--- src/core/jtb_map.svh ---
// Constants for the test access port: instruction codes, widths, default id value.
// Assumes inclusion by the package and the design files; definitions only.
`ifndef JTB_MAP_SVH
`define JTB_MAP_SVH
`define JTB_IR_W        3
`define JTB_IR_EXTEST   3'h0
`define JTB_IR_IDCODE   3'h1
`define JTB_IR_SAMPLE   3'h2
`define JTB_IR_CLAMP    3'h3
`define JTB_IR_HIGHZ    3'h4
`define JTB_IR_BYPASS   3'h7
`define JTB_IR_CAPTURE  3'h1
`define JTB_ID_W        32
`define JTB_ID_DEFAULT  32'h12345679
`define JTB_BSR_W       8
`endif

--- src/core/jtb_pkg.sv ---
// Types for the test access port.
// Assumes jtb_map.svh is on the include path.
`include "jtb_map.svh"
package jtb_pkg;
  typedef enum logic [3:0] {
    ST_RESET = 4'h0, ST_IDLE  = 4'h1, ST_SELDR = 4'h2, ST_CAPDR = 4'h3,
    ST_SHDR  = 4'h4, ST_EX1DR = 4'h5, ST_PADR  = 4'h6, ST_EX2DR = 4'h7,
    ST_UPDR  = 4'h8, ST_SELIR = 4'h9, ST_CAPIR = 4'ha, ST_SHIR  = 4'hb,
    ST_EX1IR = 4'hc, ST_PAIR  = 4'hd, ST_EX2IR = 4'he, ST_UPIR  = 4'hf
  } jtb_state_e;
  typedef logic [`JTB_IR_W-1:0] jtb_instr_t;
endpackage

--- src/core/jtb_sync.sv ---
// Two-stage synchroniser for a group of pin inputs.
// Assumes inputs are asynchronous to clk.
`timescale 1ns/100ps
module jtb_sync #(
  parameter int W = 1
) (
  input  wire logic         clk,
  input  wire logic         rst,
  input  wire logic [W-1:0] asyncIn,
  output logic      [W-1:0] syncOut
);
  logic [W-1:0] stage1Reg;
  always_ff @(posedge clk) begin
    if (rst) begin
      stage1Reg <= '0;
      syncOut   <= '0;
    end else begin
      stage1Reg <= asyncIn;
      syncOut   <= stage1Reg;
    end
  end
endmodule

--- src/core/jtb_tap.sv ---
// Test access port: state machine, instruction, bypass, id, boundary regs.
// Assumes test pins are asynchronous; test clock far slower than clk.
//
// Behaviour
// - Controller samples mode select and moves only on test clock rises or test reset
// - Power-up in reset state with id instruction; system logic untouched
// - Idle state holds instruction and all test registers
// - Select-DR goes capture on low, select-IR on high
// - Capture-DR loads selected register if supported; then shift or exit1
// - Shift-DR moves selected register one stage toward data-out per rise
// - Exit1-DR goes update on high, pause on low
// - Pause-DR holds; stays on low, exit2 on high
// - Exit2-DR goes update on high, back to shift on low
// - Update-DR falling edge latches shift path; then idle or select-DR
// - Select-IR goes capture-IR on low, reset on high
// - Capture-IR loads fixed value; then exit1-IR or shift-IR
// - Shift-IR shifts instruction stage only; high goes exit1-IR
// - Exit1, pause and exit2 IR transitions as for the DR branch
// - Update-IR falling edge makes shifted instruction current
// - Instruction register three bits, shift stage plus parallel latch
// - Code 010 samples pins into boundary register, preloads by shift
// - Code 000 drives outputs from boundary latches, captures inputs
// - Code 111 routes data through one-bit bypass
// - Code 001 selects 32-bit id register, captured then shifted, lsb 1
// - Code 100 floats all outputs, bypass in path
// - Code 011 drives outputs from boundary latches, bypass in path
`timescale 1ns/100ps
`include "jtb_map.svh"
module jtb_tap #(
  parameter logic [`JTB_ID_W-1:0] ID_CODE = `JTB_ID_DEFAULT // Arbitrary
) (
  input  wire logic                  clk,
  input  wire logic                  rst,
  input  wire logic                  test_clock_in,
  input  wire logic                  test_reset_n,
  input  wire logic                  test_data_in,
  input  wire logic                  test_mode_select,
  input  wire logic [`JTB_BSR_W-1:0] sysOut,
  input  wire logic [`JTB_BSR_W-1:0] pinIn,
  output logic                       test_data_out,
  output logic                       testDataOutOe,
  output logic      [`JTB_BSR_W-1:0] pinOut,
  output logic                       pinOutOe,
  output jtb_pkg::jtb_instr_t        instrCur
);
  import jtb_pkg::*;

  logic [3:0] pinSync;
  logic       tckReg;
  jtb_state_e stateReg;
  jtb_state_e stateNext;
  jtb_instr_t irShiftReg;
  logic       bypassReg;
  logic [`JTB_ID_W-1:0]  idReg;
  logic [`JTB_BSR_W-1:0] bsrShiftReg;
  logic [`JTB_BSR_W-1:0] bsrLatchReg;

  // The four test pins pass two flops before anything reads them
  jtb_sync #(.W(4)) uSync (
    .clk     (clk),
    .rst     (rst),
    .asyncIn ({test_clock_in, test_reset_n, test_data_in,
               test_mode_select}),
    .syncOut (pinSync)
  );

  wire tck   = pinSync[3];
  wire trstN = pinSync[2];
  wire tdi   = pinSync[1];
  wire tms   = pinSync[0];
  wire rise  = tck & ~tckReg;
  wire fall  = ~tck & tckReg;

  // Register selection by current instruction
  wire selBsr = (instrCur == `JTB_IR_SAMPLE) ||
                (instrCur == `JTB_IR_EXTEST);
  wire selId  = (instrCur == `JTB_IR_IDCODE);
  wire selByp = ~selBsr & ~selId;
  wire drive  = (instrCur == `JTB_IR_EXTEST) ||
                (instrCur == `JTB_IR_CLAMP);
  wire shDr   = (stateReg == ST_SHDR);
  wire shIr   = (stateReg == ST_SHIR);
  wire capDr  = (stateReg == ST_CAPDR);
  wire drBit  = selBsr ? bsrShiftReg[0] :
                selId  ? idReg[0] : bypassReg;
  wire outBit = shIr ? irShiftReg[0] : drBit;
  wire [`JTB_BSR_W-1:0] pinOutNext = drive ? bsrLatchReg : sysOut;

  // Next state on each test clock rise
  always_comb begin
    stateNext = stateReg;
    case (stateReg)
      ST_RESET: stateNext = tms ? ST_RESET : ST_IDLE;
      ST_IDLE:  stateNext = tms ? ST_SELDR : ST_IDLE;
      ST_SELDR: stateNext = tms ? ST_SELIR : ST_CAPDR;
      ST_CAPDR: stateNext = tms ? ST_EX1DR : ST_SHDR;
      ST_SHDR:  stateNext = tms ? ST_EX1DR : ST_SHDR;
      ST_EX1DR: stateNext = tms ? ST_UPDR  : ST_PADR;
      ST_PADR:  stateNext = tms ? ST_EX2DR : ST_PADR;
      ST_EX2DR: stateNext = tms ? ST_UPDR  : ST_SHDR;
      ST_UPDR:  stateNext = tms ? ST_SELDR : ST_IDLE;
      ST_SELIR: stateNext = tms ? ST_RESET : ST_CAPIR;
      ST_CAPIR: stateNext = tms ? ST_EX1IR : ST_SHIR;
      ST_SHIR:  stateNext = tms ? ST_EX1IR : ST_SHIR;
      ST_EX1IR: stateNext = tms ? ST_UPIR  : ST_PAIR;
      ST_PAIR:  stateNext = tms ? ST_EX2IR : ST_PAIR;
      ST_EX2IR: stateNext = tms ? ST_UPIR  : ST_SHIR;
      ST_UPIR:  stateNext = tms ? ST_SELDR : ST_IDLE;
      default:  stateNext = ST_RESET;
    endcase
  end

  always_ff @(posedge clk) begin
    if (rst) begin
      tckReg <= 1'b0;
    end else begin
      tckReg <= tck;
    end
  end

  // Test reset acts without a test clock edge
  always_ff @(posedge clk) begin
    if (rst || !trstN) begin
      stateReg <= ST_RESET;
    end else if (rise) begin
      stateReg <= stateNext;
    end
  end

  // Instruction shift stage
  always_ff @(posedge clk) begin
    if (rst) begin
      irShiftReg <= `JTB_IR_CAPTURE;
    end else if (rise && stateReg == ST_CAPIR) begin
      irShiftReg <= `JTB_IR_CAPTURE;
    end else if (rise && shIr) begin
      irShiftReg <= {tdi, irShiftReg[`JTB_IR_W-1:1]};
    end
  end

  // Current instruction; latched on the fall in Update-IR
  always_ff @(posedge clk) begin
    if (rst || !trstN || stateReg == ST_RESET) begin
      instrCur <= `JTB_IR_IDCODE;
    end else if (fall && stateReg == ST_UPIR) begin
      instrCur <= irShiftReg;
    end
  end

  // Data registers; unselected ones hold
  always_ff @(posedge clk) begin
    if (rst) begin
      bypassReg   <= 1'b0;
      idReg       <= ID_CODE;
      bsrShiftReg <= '0;
    end else if (rise && capDr) begin
      bypassReg <= selByp ? 1'b0 : bypassReg;
      idReg     <= selId ? ID_CODE : idReg;
      bsrShiftReg <= selBsr ? pinIn : bsrShiftReg;
    end else if (rise && shDr) begin
      bypassReg <= selByp ? tdi : bypassReg;
      idReg     <= selId ? {tdi, idReg[`JTB_ID_W-1:1]} : idReg;
      bsrShiftReg <= selBsr ?
        {tdi, bsrShiftReg[`JTB_BSR_W-1:1]} : bsrShiftReg;
    end
  end

  // Boundary latch updates on fall in Update-DR; held during clamp
  always_ff @(posedge clk) begin
    if (rst) begin
      bsrLatchReg <= '0;
    end else if (fall && stateReg == ST_UPDR && selBsr) begin
      bsrLatchReg <= bsrShiftReg;
    end
  end

  // Pins; data-out changes on the test clock fall like a real port, and on every clk while in the reset state
  always_ff @(posedge clk) begin
    if (rst) begin
      pinOut        <= '0;
      pinOutOe      <= 1'b1;
      test_data_out <= 1'b0;
      testDataOutOe <= 1'b0;
    end else begin
      pinOut   <= pinOutNext;
      pinOutOe <= (instrCur != `JTB_IR_HIGHZ);
      if (fall || stateReg == ST_RESET) begin
        test_data_out <= outBit;
        testDataOutOe <= shDr | shIr;
      end
    end
  end

  // Checks
  tms_reset_a: assert property (@(posedge clk) disable iff (rst)
    (rise && trstN && stateReg == ST_SELIR && tms) |=>
      stateReg == ST_RESET || !trstN)
    else $error("select-IR with high select did not reset");

  hold_state_a: assert property (@(posedge clk) disable iff (rst)
    (!rise && trstN) |=> $stable(stateReg))
    else $error("state moved without a test clock rise");

  reset_instr_a: assert property (@(posedge clk) disable iff (rst)
    stateReg == ST_RESET |=> instrCur == `JTB_IR_IDCODE)
    else $error("reset state lacks id instruction");

  idle_hold_a: assert property (@(posedge clk) disable iff (rst)
    stateReg == ST_IDLE |=> $stable(irShiftReg) && $stable(idReg)
      && $stable(bsrShiftReg))
    else $error("registers changed in idle");

  id_capture_a: assert property (@(posedge clk) disable iff (rst)
    (rise && capDr && selId) |=> idReg == ID_CODE && idReg[0])
    else $error("id not captured");

  instr_update_a: assert property (@(posedge clk) disable iff (rst)
    (fall && trstN && stateReg == ST_UPIR) |=>
      instrCur == $past(irShiftReg))
    else $error("instruction not latched on update");

  highz_pins_a: assert property (@(posedge clk) disable iff (rst)
    instrCur == `JTB_IR_HIGHZ |=> !pinOutOe)
    else $error("outputs driven under float instruction");

  tdo_float_a: assert property (@(posedge clk) disable iff (rst)
    (stateReg == ST_IDLE) ##1 (stateReg == ST_IDLE) |-> !testDataOutOe)
    else $error("data-out driven outside shift");

  bypass_shift_a: assert property (@(posedge clk) disable iff (rst)
    (rise && shDr && selByp) |=> bypassReg == $past(tdi))
    else $error("bypass did not take data-in");
endmodule

--- config.mk ---
export PLATFORM = sky130hd
export DESIGN_NAME = jtb_tap
export DESIGN_NICKNAME = d
export VERILOG_FILES = /design/src/core/jtb_pkg.sv /design/src/core/jtb_sync.sv /design/src/core/jtb_tap.sv
export VERILOG_INCLUDE_DIRS = /design/src /design/src/core
export SDC_FILE = /design/constraint.sdc
export NUM_CORES = 1
export LEC_CHECK = 0
export BUFFER_PORTS_ARGS = -buffer_cell sky130_fd_sc_hd__clkbuf_2
export CORE_MARGIN = 1
export CORE_UTILIZATION = 30
export CTS_CLUSTER_DIAMETER = 50
export DETAILED_ROUTE_END_ITERATION = 12
export GPL_ROUTABILITY_DRIVEN = 1
export GPL_TIMING_DRIVEN = 0
export PLACE_DENSITY = 0.56
export SLEW_MARGIN = 20
export SYNTH_ARGS = -nofsm -noshare
export SYNTH_HDL_FRONTEND = slang
export SYNTH_SLANG_ARGS = --single-unit
--- constraint.sdc ---
create_clock -name clk -period 2.6 [get_ports clk]
set_clock_uncertainty 0.1 [all_clocks]
set_input_delay 0.13 -clock clk [delete_from_list [all_inputs] [get_ports clk]]
set_output_delay 0.13 -clock clk [all_outputs]
set_load 0.01 [all_outputs]
[Yosys cells after proc, flatten, opt, wreduce, memory -nomap -nowiden]
Index checks and enable logic that the tools add are counted.
Storage, ports and cells
  memories: 0
  input bits: 22
  register bits after elaboration: 79
  output and inout port bits: 14
  latch bits: 0
  word-level logic and storage cells: 99
  RAM bits: 0
  bits in read-only memories: 0
Operators by class
  reductions and logical operators: 23
  $add $sub $neg: 0
  bitwise gates (word level): 8
  $lt $le $gt $ge: 0
  $mul: 0
  shift operators: 0
  mux-type cells: 29
  eq/ne operators: 25
  divide/modulo/power cells: 0
Operator list (number)
  $mux W32: 4
  $pmux W4 S12: 1
  $mux W8: 5
  $eq A4 B4 Y1 const B: 8
  $eq A4 B3 Y1 const B: 4
  $mux W4: 4
  $ne A2 B2 Y1 const B: 6
  $mux W1: 10
  $reduce_and A3 Y1: 3
  $eq A4 B2 Y1 const B: 2
  $logic_and A1 B1 Y1: 7
  $eq A3 B2 Y1 const B: 2
  $mux W2: 3
  $mux W3: 2
  $reduce_or A2 Y1: 3
  $logic_or A1 B1 Y1: 5
  $eq A4 B1 Y1 const B: 1
  $logic_not A4 Y1: 1
  $not A1 Y1: 4
  $and A1 B1 Y1: 3
  $eq A3 B1 Y1 const B: 1
  $logic_not A3 Y1: 1
  $ne A3 B3 Y1 const B: 1
  $reduce_or A3 Y1: 1
  3 further kinds: 3

[Longest topological paths before layout]
Gate-level depths: netlist of run 1.
  depth after elaboration: 7
  mapped depth: 7
  mapped depth without buffers: 4

[Cells and area by module]
Synthesis of run 1 repeated with hierarchy kept, for this count alone.
Second synthesis, totals
  cells, all modules: 373
  area total of the unflattened synthesis: 3324.4 µm²
By module, submodules not included
  jtb_tap: times used 1, cells an instance 357, area each 3114.2 µm², sequential area each 1421.4 µm²
  jtb_sync: times used 1, cells an instance 16, area each 210.2 µm², sequential area each 160.2 µm²

[Worst setup path before layout of run 1]
Ideal clock, no wire load.
  path kind: register to register
  from: reg instrCur[0]
  to: reg idReg[15]
  data required time: 2.368 ns
  cell stages (with the launch flop): 8
  data arrival time: 1.880 ns
  period minus slack after synthesis: 2.112 ns
  setup time: 0.132 ns
  setup slack: 0.488 ns
  path buffers: 3
  path through: dfxtp_1 buf_2 or3b_2 a2111o_1 clkbuf_1 clkbuf_1 nand2_1 a21oi_1
Between the ends
  word-level cells in the longest chain between the ends: 3
  elaborated cells between the ends (all ways): 4
  classes of those cells: eq/ne (3); reduce/logical (1)
RTL lines
  from (decl): line jtb_tap.sv:44  | output jtb_pkg::jtb_instr_t instrCur
  from (signal assigned): line jtb_tap.sv:144  | instrCur <= `JTB_IR_IDCODE;
  from (signal assigned): line jtb_tap.sv:146  | instrCur <= irShiftReg;
  $eq A3 B1 Y1 (no source line) *
  $ne A2 B2 Y1 (no source line)
  $reduce_and A3 Y1 (no source line) *
  to (signal assigned): line jtb_tap.sv:158  | idReg <= selId ? ID_CODE : idReg;
  to (signal assigned): line jtb_tap.sv:162  | idReg <= selId ? {tdi, idReg[`JTB_ID_W-1:1]} : idReg;
  to (decl): line jtb_tap.sv:54  | logic [`JTB_ID_W-1:0] idReg;
Mark *: on every way between the ends. The rest lies on a longest branch, timed or not.
A chain may end at the register's enable or synchronous reset.

[Final worst setup path of run 1]
  from: reg instrCur[0]
  to: reg idReg[13]
Same word-level chain as after synthesis.

==> results of run 1 <==
logic make-up after synthesis:
group / Yosys count / synth area share (%)
AOI/OAI and AO/OA: 72 / 15.1
and+or+nand+nor: 166 / 24.7
muxes: 21 / 6.42
DFF: 79 / 48.3
buffers and inverters: 36 / 4.93
xor gates and xnor gates: 2 / 0.535
layout make-up:
| type | count | area, µm² |
|---|---|---|
| fillers | 1105 | 6440 |
| multi-input cells | 261 | 1530 |
| clock buffers | 9 | 124 |
| repair buffers | 54 | 370 |
| plain buffers | 33 | 150 |
| clock inverters | 7 | 86.3 |
| inverters | 3 | 11.3 |
| flip-flops and latches | 79 | 1580 |
| well taps | 136 | 170 |
worst max path at each step:
stage / startpoint / endpoint / slack [ps] / cells after the start
6_report: instrCur[0] / idReg[13] / 210 / 6
5_1_grt: stateReg[0] / idReg[29] / 40 / 7
4_1_cts: instrCur[0] / idReg[29] / 200 / 7
3_5_place_dp: instrCur[0] / idReg[24] / 240 / 7
3_3_place_gp: instrCur[0] / idReg[20] / 290 / 5
2_1_floorplan: instrCur[0] / idReg[15] / 490 / 7
cells in the mapped netlist (2+ instances only):
cell type,n,share of area [%]
nor2_1,30,3.4
buf_4,2,0.46
nand2b_1,7,1.3
buf_2,3,0.46
nor2b_1,16,3.1
nor3_1,30,4.6
a311oi_1,8,2.1
a221oi_1,2,0.54
nand2_1,40,4.6
a31oi_1,2,0.38
inv_1,3,0.34
a2111oi_4,2,1.7
clkbuf_1,25,2.9
o21ai_0,4,0.61
mux2i_1,21,6.4
a21oi_1,43,6.6
buf_6,2,0.69
nand3_1,29,4.4
xor2_1,2,0.54
and3_1,2,0.38
or2_2,2,0.38
dfxtp_1,79,48
state kept, by name (all words and copies together), names as in the netlist:
signal	count
bsrShiftReg	8
irShiftReg	3
bypassReg	1
tckReg	1
uSync.syncOut	4
pinOut	8
stateReg	4
bsrLatchReg	8
testDataOutOe	1
pinOutOe	1
instrCur	3
idReg	32
uSync.stage1Reg	4
test_data_out	1
where the power goes:
part	switching, W	internal [W]
registers	0.00000550	0.00122
logic	0.0000624	0.0000577
clock network	0.000507	0.000465
total	0.000575	0.00175
placed cells by master, fill, tap and decap left out, types with 2 or more instances in the layout:
cell type	netlist	routed
nand2b_1	7	7
nor2b_1	16	16
buf_2	3	3
buf_4	2	2
nand3_1	29	29
clkbuf_8	0	9
clkbuf_2	0	34
a21oi_1	43	43
o21ai_0	4	4
nand2_1	40	40
inv_8	0	2
dfxtp_1	79	79
a221oi_1	2	2
nor2_1	30	30
inv_1	3	3
clkbuf_1	25	25
mux2i_1	21	21
or2_2	2	2
nor3_1	30	30
a2111oi_4	2	2
a311oi_1	8	8
and3_1	2	2
a31oi_1	2	2
inv_6	0	2
xor2_1	2	2
buf_6	2	2
dlygate4sd3_1	0	20
per-layer routing:
metal / up-vias / wire (µm) / global-route usage (%)
li1: 1458 / - / -
met1: 1312 / 3640 / 18.0
met2: 64 / 3520 / 23.9
met3: 12 / 286 / 2.58
met4: 0 / 144 / 7.34
met5: - / 0 / 0
stage by stage:
stage / cell area (µm²) / worst slack [ps] / cells / util, % / hold WS, ps
2_1_floorplan: 3270 / 488 / 376 / - / 158
3_3_place_gp: 3610 / 286 / 546 / 34.5 / 244
3_5_place_dp: 3610 / 241 / 546 / 34.5 / 251
4_1_cts: 4020 / 201 / 582 / 38.5 / 201
5_1_grt: 4020 / 44.6 / 582 / 38.5 / 245
6_report: 4020 / 212 / 582 / 38.5 / 200
==> impl_metrics.env, run 1 <==
export IMPL_status="finished, final reports clean"
export IMPL_r2r_cells=6
export IMPL_power_density_nw_per_um2=577
export IMPL_clock_latency_ps=360
export IMPL_cts_resized_gates=0
export IMPL_whs_endpoint="pinOutOe"
export IMPL_antenna_cells=0
export IMPL_drtPass1Iterations=5
export IMPL_yosysWarnings=0
export IMPL_hp_class="input port to flop"
export IMPL_path_class="flop to flop"
export IMPL_antenna_found_initial=0
export IMPL_nNetsFinal=463
export IMPL_cts_hold_buffers_added=20
export IMPL_rr_startpoint="instrCur[0]"
export IMPL_viasPerCell=4.89
export IMPL_p_leak_nw=1.44
export IMPL_async_flop_share_pct=0
export IMPL_core_um2=10500
export IMPL_clk_path_buf_depth=2
export IMPL_start_util_pct=31.3
export IMPL_max_freq_mhz=419
export IMPL_grt_pass1_wl_mm=13.0
export IMPL_die_w_um=106
export IMPL_min_path_cells=2
export IMPL_syn_area_per_cell_um2=8.71
export IMPL_synth_area_um2=3270
export IMPL_drtAntennaViolNets=0
export IMPL_num_rows=37
export IMPL_clk_pin_slew_ps=90
export IMPL_fin_setup_tns_ps=0
export IMPL_cts_tree="done"
export IMPL_cp_top_family="compound AO/OA/AOI/OAI gates"
export IMPL_gp_congestion=0.810
export IMPL_synth_ff_type="dfxtp_1"
export IMPL_setup_viol=0
export IMPL_drive_above_1_share_pct=14.6
export IMPL_hold_violations=0
export IMPL_slew_headroom_pct=41.8
export IMPL_dp_hpwl_mm=5.30
export IMPL_grt_pass1_vias=2747
export IMPL_fin_crit_sh_pct=91.9
export IMPL_fin_crit_ps=2390
export IMPL_clock_root_buffer="clkbuf_8"
export IMPL_slowest_stage="a2111oi_4"
export IMPL_wl_mm=7.59
export IMPL_drv_cap=0
export IMPL_synth_net_count=398
export IMPL_areaGrowthSynthToFinish_pct=22.9
export IMPL_reg2reg_setup_slack_ps=210
export IMPL_critical_path_arrival_ps=2570
export IMPL_worst_ep_required_time_ps=2780
export IMPL_worst_pin_slew_ps=869
export IMPL_grt_start_max_net_pins=17
export IMPL_synth_edf_count=0
export IMPL_io_pins=36
export IMPL_io_buffers=34
export IMPL_grt_overflow_total=0
export IMPL_cts_htree_levels=3
export IMPL_drc=0
export IMPL_cp_max_fo=10
export IMPL_synth_yosys_seq_area_share_pct=48.3
export IMPL_postSynthCellCount=376
export IMPL_slew_viol_final=0
export IMPL_crit_chain="buf_2, or3b_2, a2111oi_4, buf_6, nand3_1, a21oi_1"
export IMPL_die_area_um2=11300
export IMPL_worst_setup_path_end_kind="flop"
export IMPL_numCtsBuffers=9
export IMPL_die_h_um=106
export IMPL_rsz0062_at_grt="false"
export IMPL_power_total_w=0.00232
export IMPL_first_iter_violations=131
export IMPL_irDropWorstVdd_v=0.000212
export IMPL_synth_seq_cells=79
export IMPL_cts_num_sinks=79
export IMPL_critical_path_buf_inv_count=2
export IMPL_start_kind="flop"
export IMPL_gr_usage_all_layers_pct=14.5
export IMPL_post_cts_buffers=0
export IMPL_wl_per_cell_um=13.0
export IMPL_hp_start="rst"
export IMPL_ys_types=44
export IMPL_cpPeakStageDelay_ps=680
export IMPL_rr_endpoint="idReg[13]"
export IMPL_vias=2846
(Power assumes the default switching activity.)
==> run 2: changes to the inputs <==
--- a/config.mk
+++ b/config.mk
@@ -11,10 +11,11 @@
 export CORE_UTILIZATION = 30
 export CTS_CLUSTER_DIAMETER = 50
 export DETAILED_ROUTE_END_ITERATION = 12
-export GPL_ROUTABILITY_DRIVEN = 1
+export GPL_ROUTABILITY_DRIVEN = 0
 export GPL_TIMING_DRIVEN = 0
 export PLACE_DENSITY = 0.56
 export SLEW_MARGIN = 20
 export SYNTH_ARGS = -nofsm -noshare
 export SYNTH_HDL_FRONTEND = slang
+export SYNTH_HIERARCHICAL = 1
 export SYNTH_SLANG_ARGS = --single-unit
==> run 2 against run 1 <==
Effect of this change: count of clock-buffer cells in the layout increased by 1; final cell count increased by 0.86%; final area increased by 2.5%; via count increased by 0.70%; power decreased by 0.22%; register-to-register slack improved by 570 ps; largest power group unchanged.
==> impl_metrics.env, run 2 <==
export IMPL_hp_class="flop to flop"
export IMPL_antenna_found_initial=0
export IMPL_reg2reg_setup_slack_ps=780
export IMPL_irDropWorstVdd_v=0.000246
export IMPL_multiInputGateArea_um2=1540
export IMPL_synth_area_leaders="dfxtp_1, mux2i_1, a21oi_1"
export IMPL_cp_max_fo=10
export IMPL_largest_register="idReg"
export IMPL_clock_latency_ps=350
export IMPL_cts_num_sinks=79
export IMPL_fin_crit_sh_pct=77.2
export IMPL_final_cell_mix="dfxtp_1, nor2_1, nand2_1"
export IMPL_status="finished, final reports clean"
export IMPL_gr_usage_all_layers_pct=14.5
export IMPL_start_util_pct=30.7
export IMPL_slew_viol_final=0
export IMPL_synth_edf_count=0
export IMPL_clk_path_buf_depth=2
export IMPL_min_path_cells=1
export IMPL_final_common_cell="dfxtp_1"
export IMPL_clk_pin_slew_ps=80
export IMPL_clock_root_buffer="clkbuf_8"
export IMPL_drtPass1Iterations=5
export IMPL_postSynthCellCount=373
export IMPL_cts_htree_levels=3
export IMPL_io_pins=36
export IMPL_path_class="input port to flop"
export IMPL_post_cts_buffers=0
export IMPL_critical_path_arrival_ps=2140
export IMPL_synth_net_count=395
export IMPL_ys_types=49
export IMPL_yosysMostFrequentCell="dfxtp_1"
export IMPL_placed_area_um2=3670
export IMPL_antenna_cells=0
export IMPL_syn_area_per_cell_um2=8.91
export IMPL_cts_resized_gates=0
export IMPL_grt_overflow_total=0
export IMPL_die_w_um=107
export IMPL_async_flop_share_pct=0
export IMPL_yosysTopAreaCell="dfxtp_1"
export IMPL_rsz0062_at_grt="false"
export IMPL_synth_seq_cells=79
export IMPL_grt_start_max_net_pins=13
export IMPL_final_area_um2=4130
export IMPL_dp_cells=548
export IMPL_synth_top_cell_area_share_pct=47.6
export IMPL_fin_crit_ps=2010
export IMPL_drtAntennaViolNets=0
export IMPL_largest_register_ffs=32
export IMPL_wl_per_cell_um=13.5
export IMPL_p_leak_nw=1.60
export IMPL_slowest_stage="dlygate4sd3_1"
export IMPL_whs_endpoint="uSync/syncOut[0]"
export IMPL_crit_chain="dlygate4sd3_1, clkbuf_2, buf_2, clkbuf_1, clkbuf_1, nor2_1"
export IMPL_setup_viol=0
export IMPL_fin_setup_tns_ps=0
export IMPL_synth_yosys_seq_area_share_pct=47.6
export IMPL_start_kind="input port"
export IMPL_power_density_nw_per_um2=562
export IMPL_cpPeakStageDelay_ps=530
export IMPL_grt_pass1_vias=2602
export IMPL_num_rows=38
export IMPL_dp_hpwl_mm=5.22
export IMPL_hold_violations=0
export IMPL_regArea_um2=1580
export IMPL_yosys_top_cells_count="dfxtp_1, nor2_1, nand2_1"
export IMPL_worst_setup_path_end_kind="flop"
export IMPL_areaGrowthSynthToFinish_pct=24.1
export IMPL_rr_startpoint="stateReg[0]"
export IMPL_cts_tree="done"
export IMPL_hp_start="uSync/stage1Reg[0]"
export IMPL_die_h_um=107
export IMPL_critical_path_buf_inv_count=5
export IMPL_utilization_pct=38.1
export IMPL_max_freq_mhz=498
export IMPL_io_buffers=35
export IMPL_slew_headroom_pct=62.4
export IMPL_drive_above_1_share_pct=17.9
export IMPL_numCtsBuffers=9
export IMPL_die_area_um2=11500
export IMPL_vias=2866
export IMPL_core_um2=10800
export IMPL_hold_ws_ps=342
export IMPL_r2r_cells=5
export IMPL_drc=0
export IMPL_worstSetupStartpoint="rst"
export IMPL_wl_mm=7.92
export IMPL_grt_pass1_wl_mm=12.8
export IMPL_viasPerCell=4.88
export IMPL_finalNonFillerCells=587
export IMPL_cp_common_cell="clkbuf_1"
export IMPL_cp_top_family="buffers and inverters"
export IMPL_rr_endpoint="bsrLatchReg[2]"
export IMPL_nFillCells=1106
export IMPL_worst_pin_slew_ps=564
export IMPL_synth_area_um2=3320
export IMPL_worst_ep_required_time_ps=2730
export IMPL_synth_ff_type="dfxtp_1"
export IMPL_nNetsFinal=466
export IMPL_yosysWarnings=6
export IMPL_drv_cap=0
export IMPL_first_iter_violations=133
==> run 2: cell count changes in the layout (fill, tap and decap cells not counted), moves of 5 or more <==
cell           previous run  this run
nor3_1                   30        18
buf_6                     2         7
nand3_1                  29        22
clkbuf_1                 25        13
a21oi_1                  43        37
dlygate4sd3_1            20        25
buf_2                     3        12
nor2_1                   30        40
==> run 2: worst reg2reg max path, cell delays in order, from the launching register on <==
cell and delay (ps):
dfxtp_1 360, buf_2 190, nor2_1 310, nand4_2 400, mux2i_1 280, nor2_1 50
==> run 2: how the worst max path moves through the flow <==
stage | endpoint | cells after the start | slack (ps)
3_3_place_gp | bsrLatchReg[2] | 5 | 690
4_1_cts | pinOut[6] | 6 | 520
6_report | pinOut[6] | 6 | 590
2_1_floorplan | idReg[3] | 7 | 1050
5_1_grt | bsrLatchReg[5] | 6 | 390
3_5_place_dp | pinOut[6] | 5 | 690
==> run 2: power by group <==
part	internal (W)	leakage, nW	switching (W)
combinational	0.0000595	0.859	0.0000568
clock	0.000529	0.0982	0.000443
sequential	0.00122	0.641	0.00000558
==> run 2: through the flow <==
stage | power (W) | setup slack (ps)
finish | 0.00232 | 593
floorplan | 0.00130 | 1050
global route | 0.00240 | 388
detailed placement | 0.00134 | 691
CTS | 0.00234 | 520
global placement | 0.00134 | 694
==> run 2: kinds of logic after synthesis <==
logic type | Yosys count | synth area share, %
compound gates | 74 | 14.4
xor+xnor | 2 | 0.527
buf+inv | 35 | 6.10
flops | 79 | 47.6
mux | 22 | 6.66
simple gates | 161 | 24.8
==> run 2: what timing repair did <==
item,4_1_cts,5_1_grt
hold buffers,25,0
endpoints found under the setup margin,0,0
endpoints found under the hold margin,24,0
==> run 2: metal layers <==
layer | global-route usage [%] | wire, µm | vias to the layer above
li1 | - | - | 1456
met1 | 18.5 | 3820 | 1334
met2 | 23.3 | 3680 | 65
met3 | 2.54 | 275 | 11
met4 | 7.44 | 150 | 0
met5 | 0 | 0 | -
==> run 2: final cells by class <==
| cell class | instances | area share, % |
|---|---|---|
| clock inverter | 4 | 1.76 |
| tap | 140 | 4.25 |
| multi-input combinational | 259 | 37.3 |
| timing repair buffer | 60 | 10.3 |
| sequential | 79 | 38.3 |
| inverter | 3 | 0.273 |
| buffer | 32 | 4.64 |
| clock buffer | 10 | 3.09 |
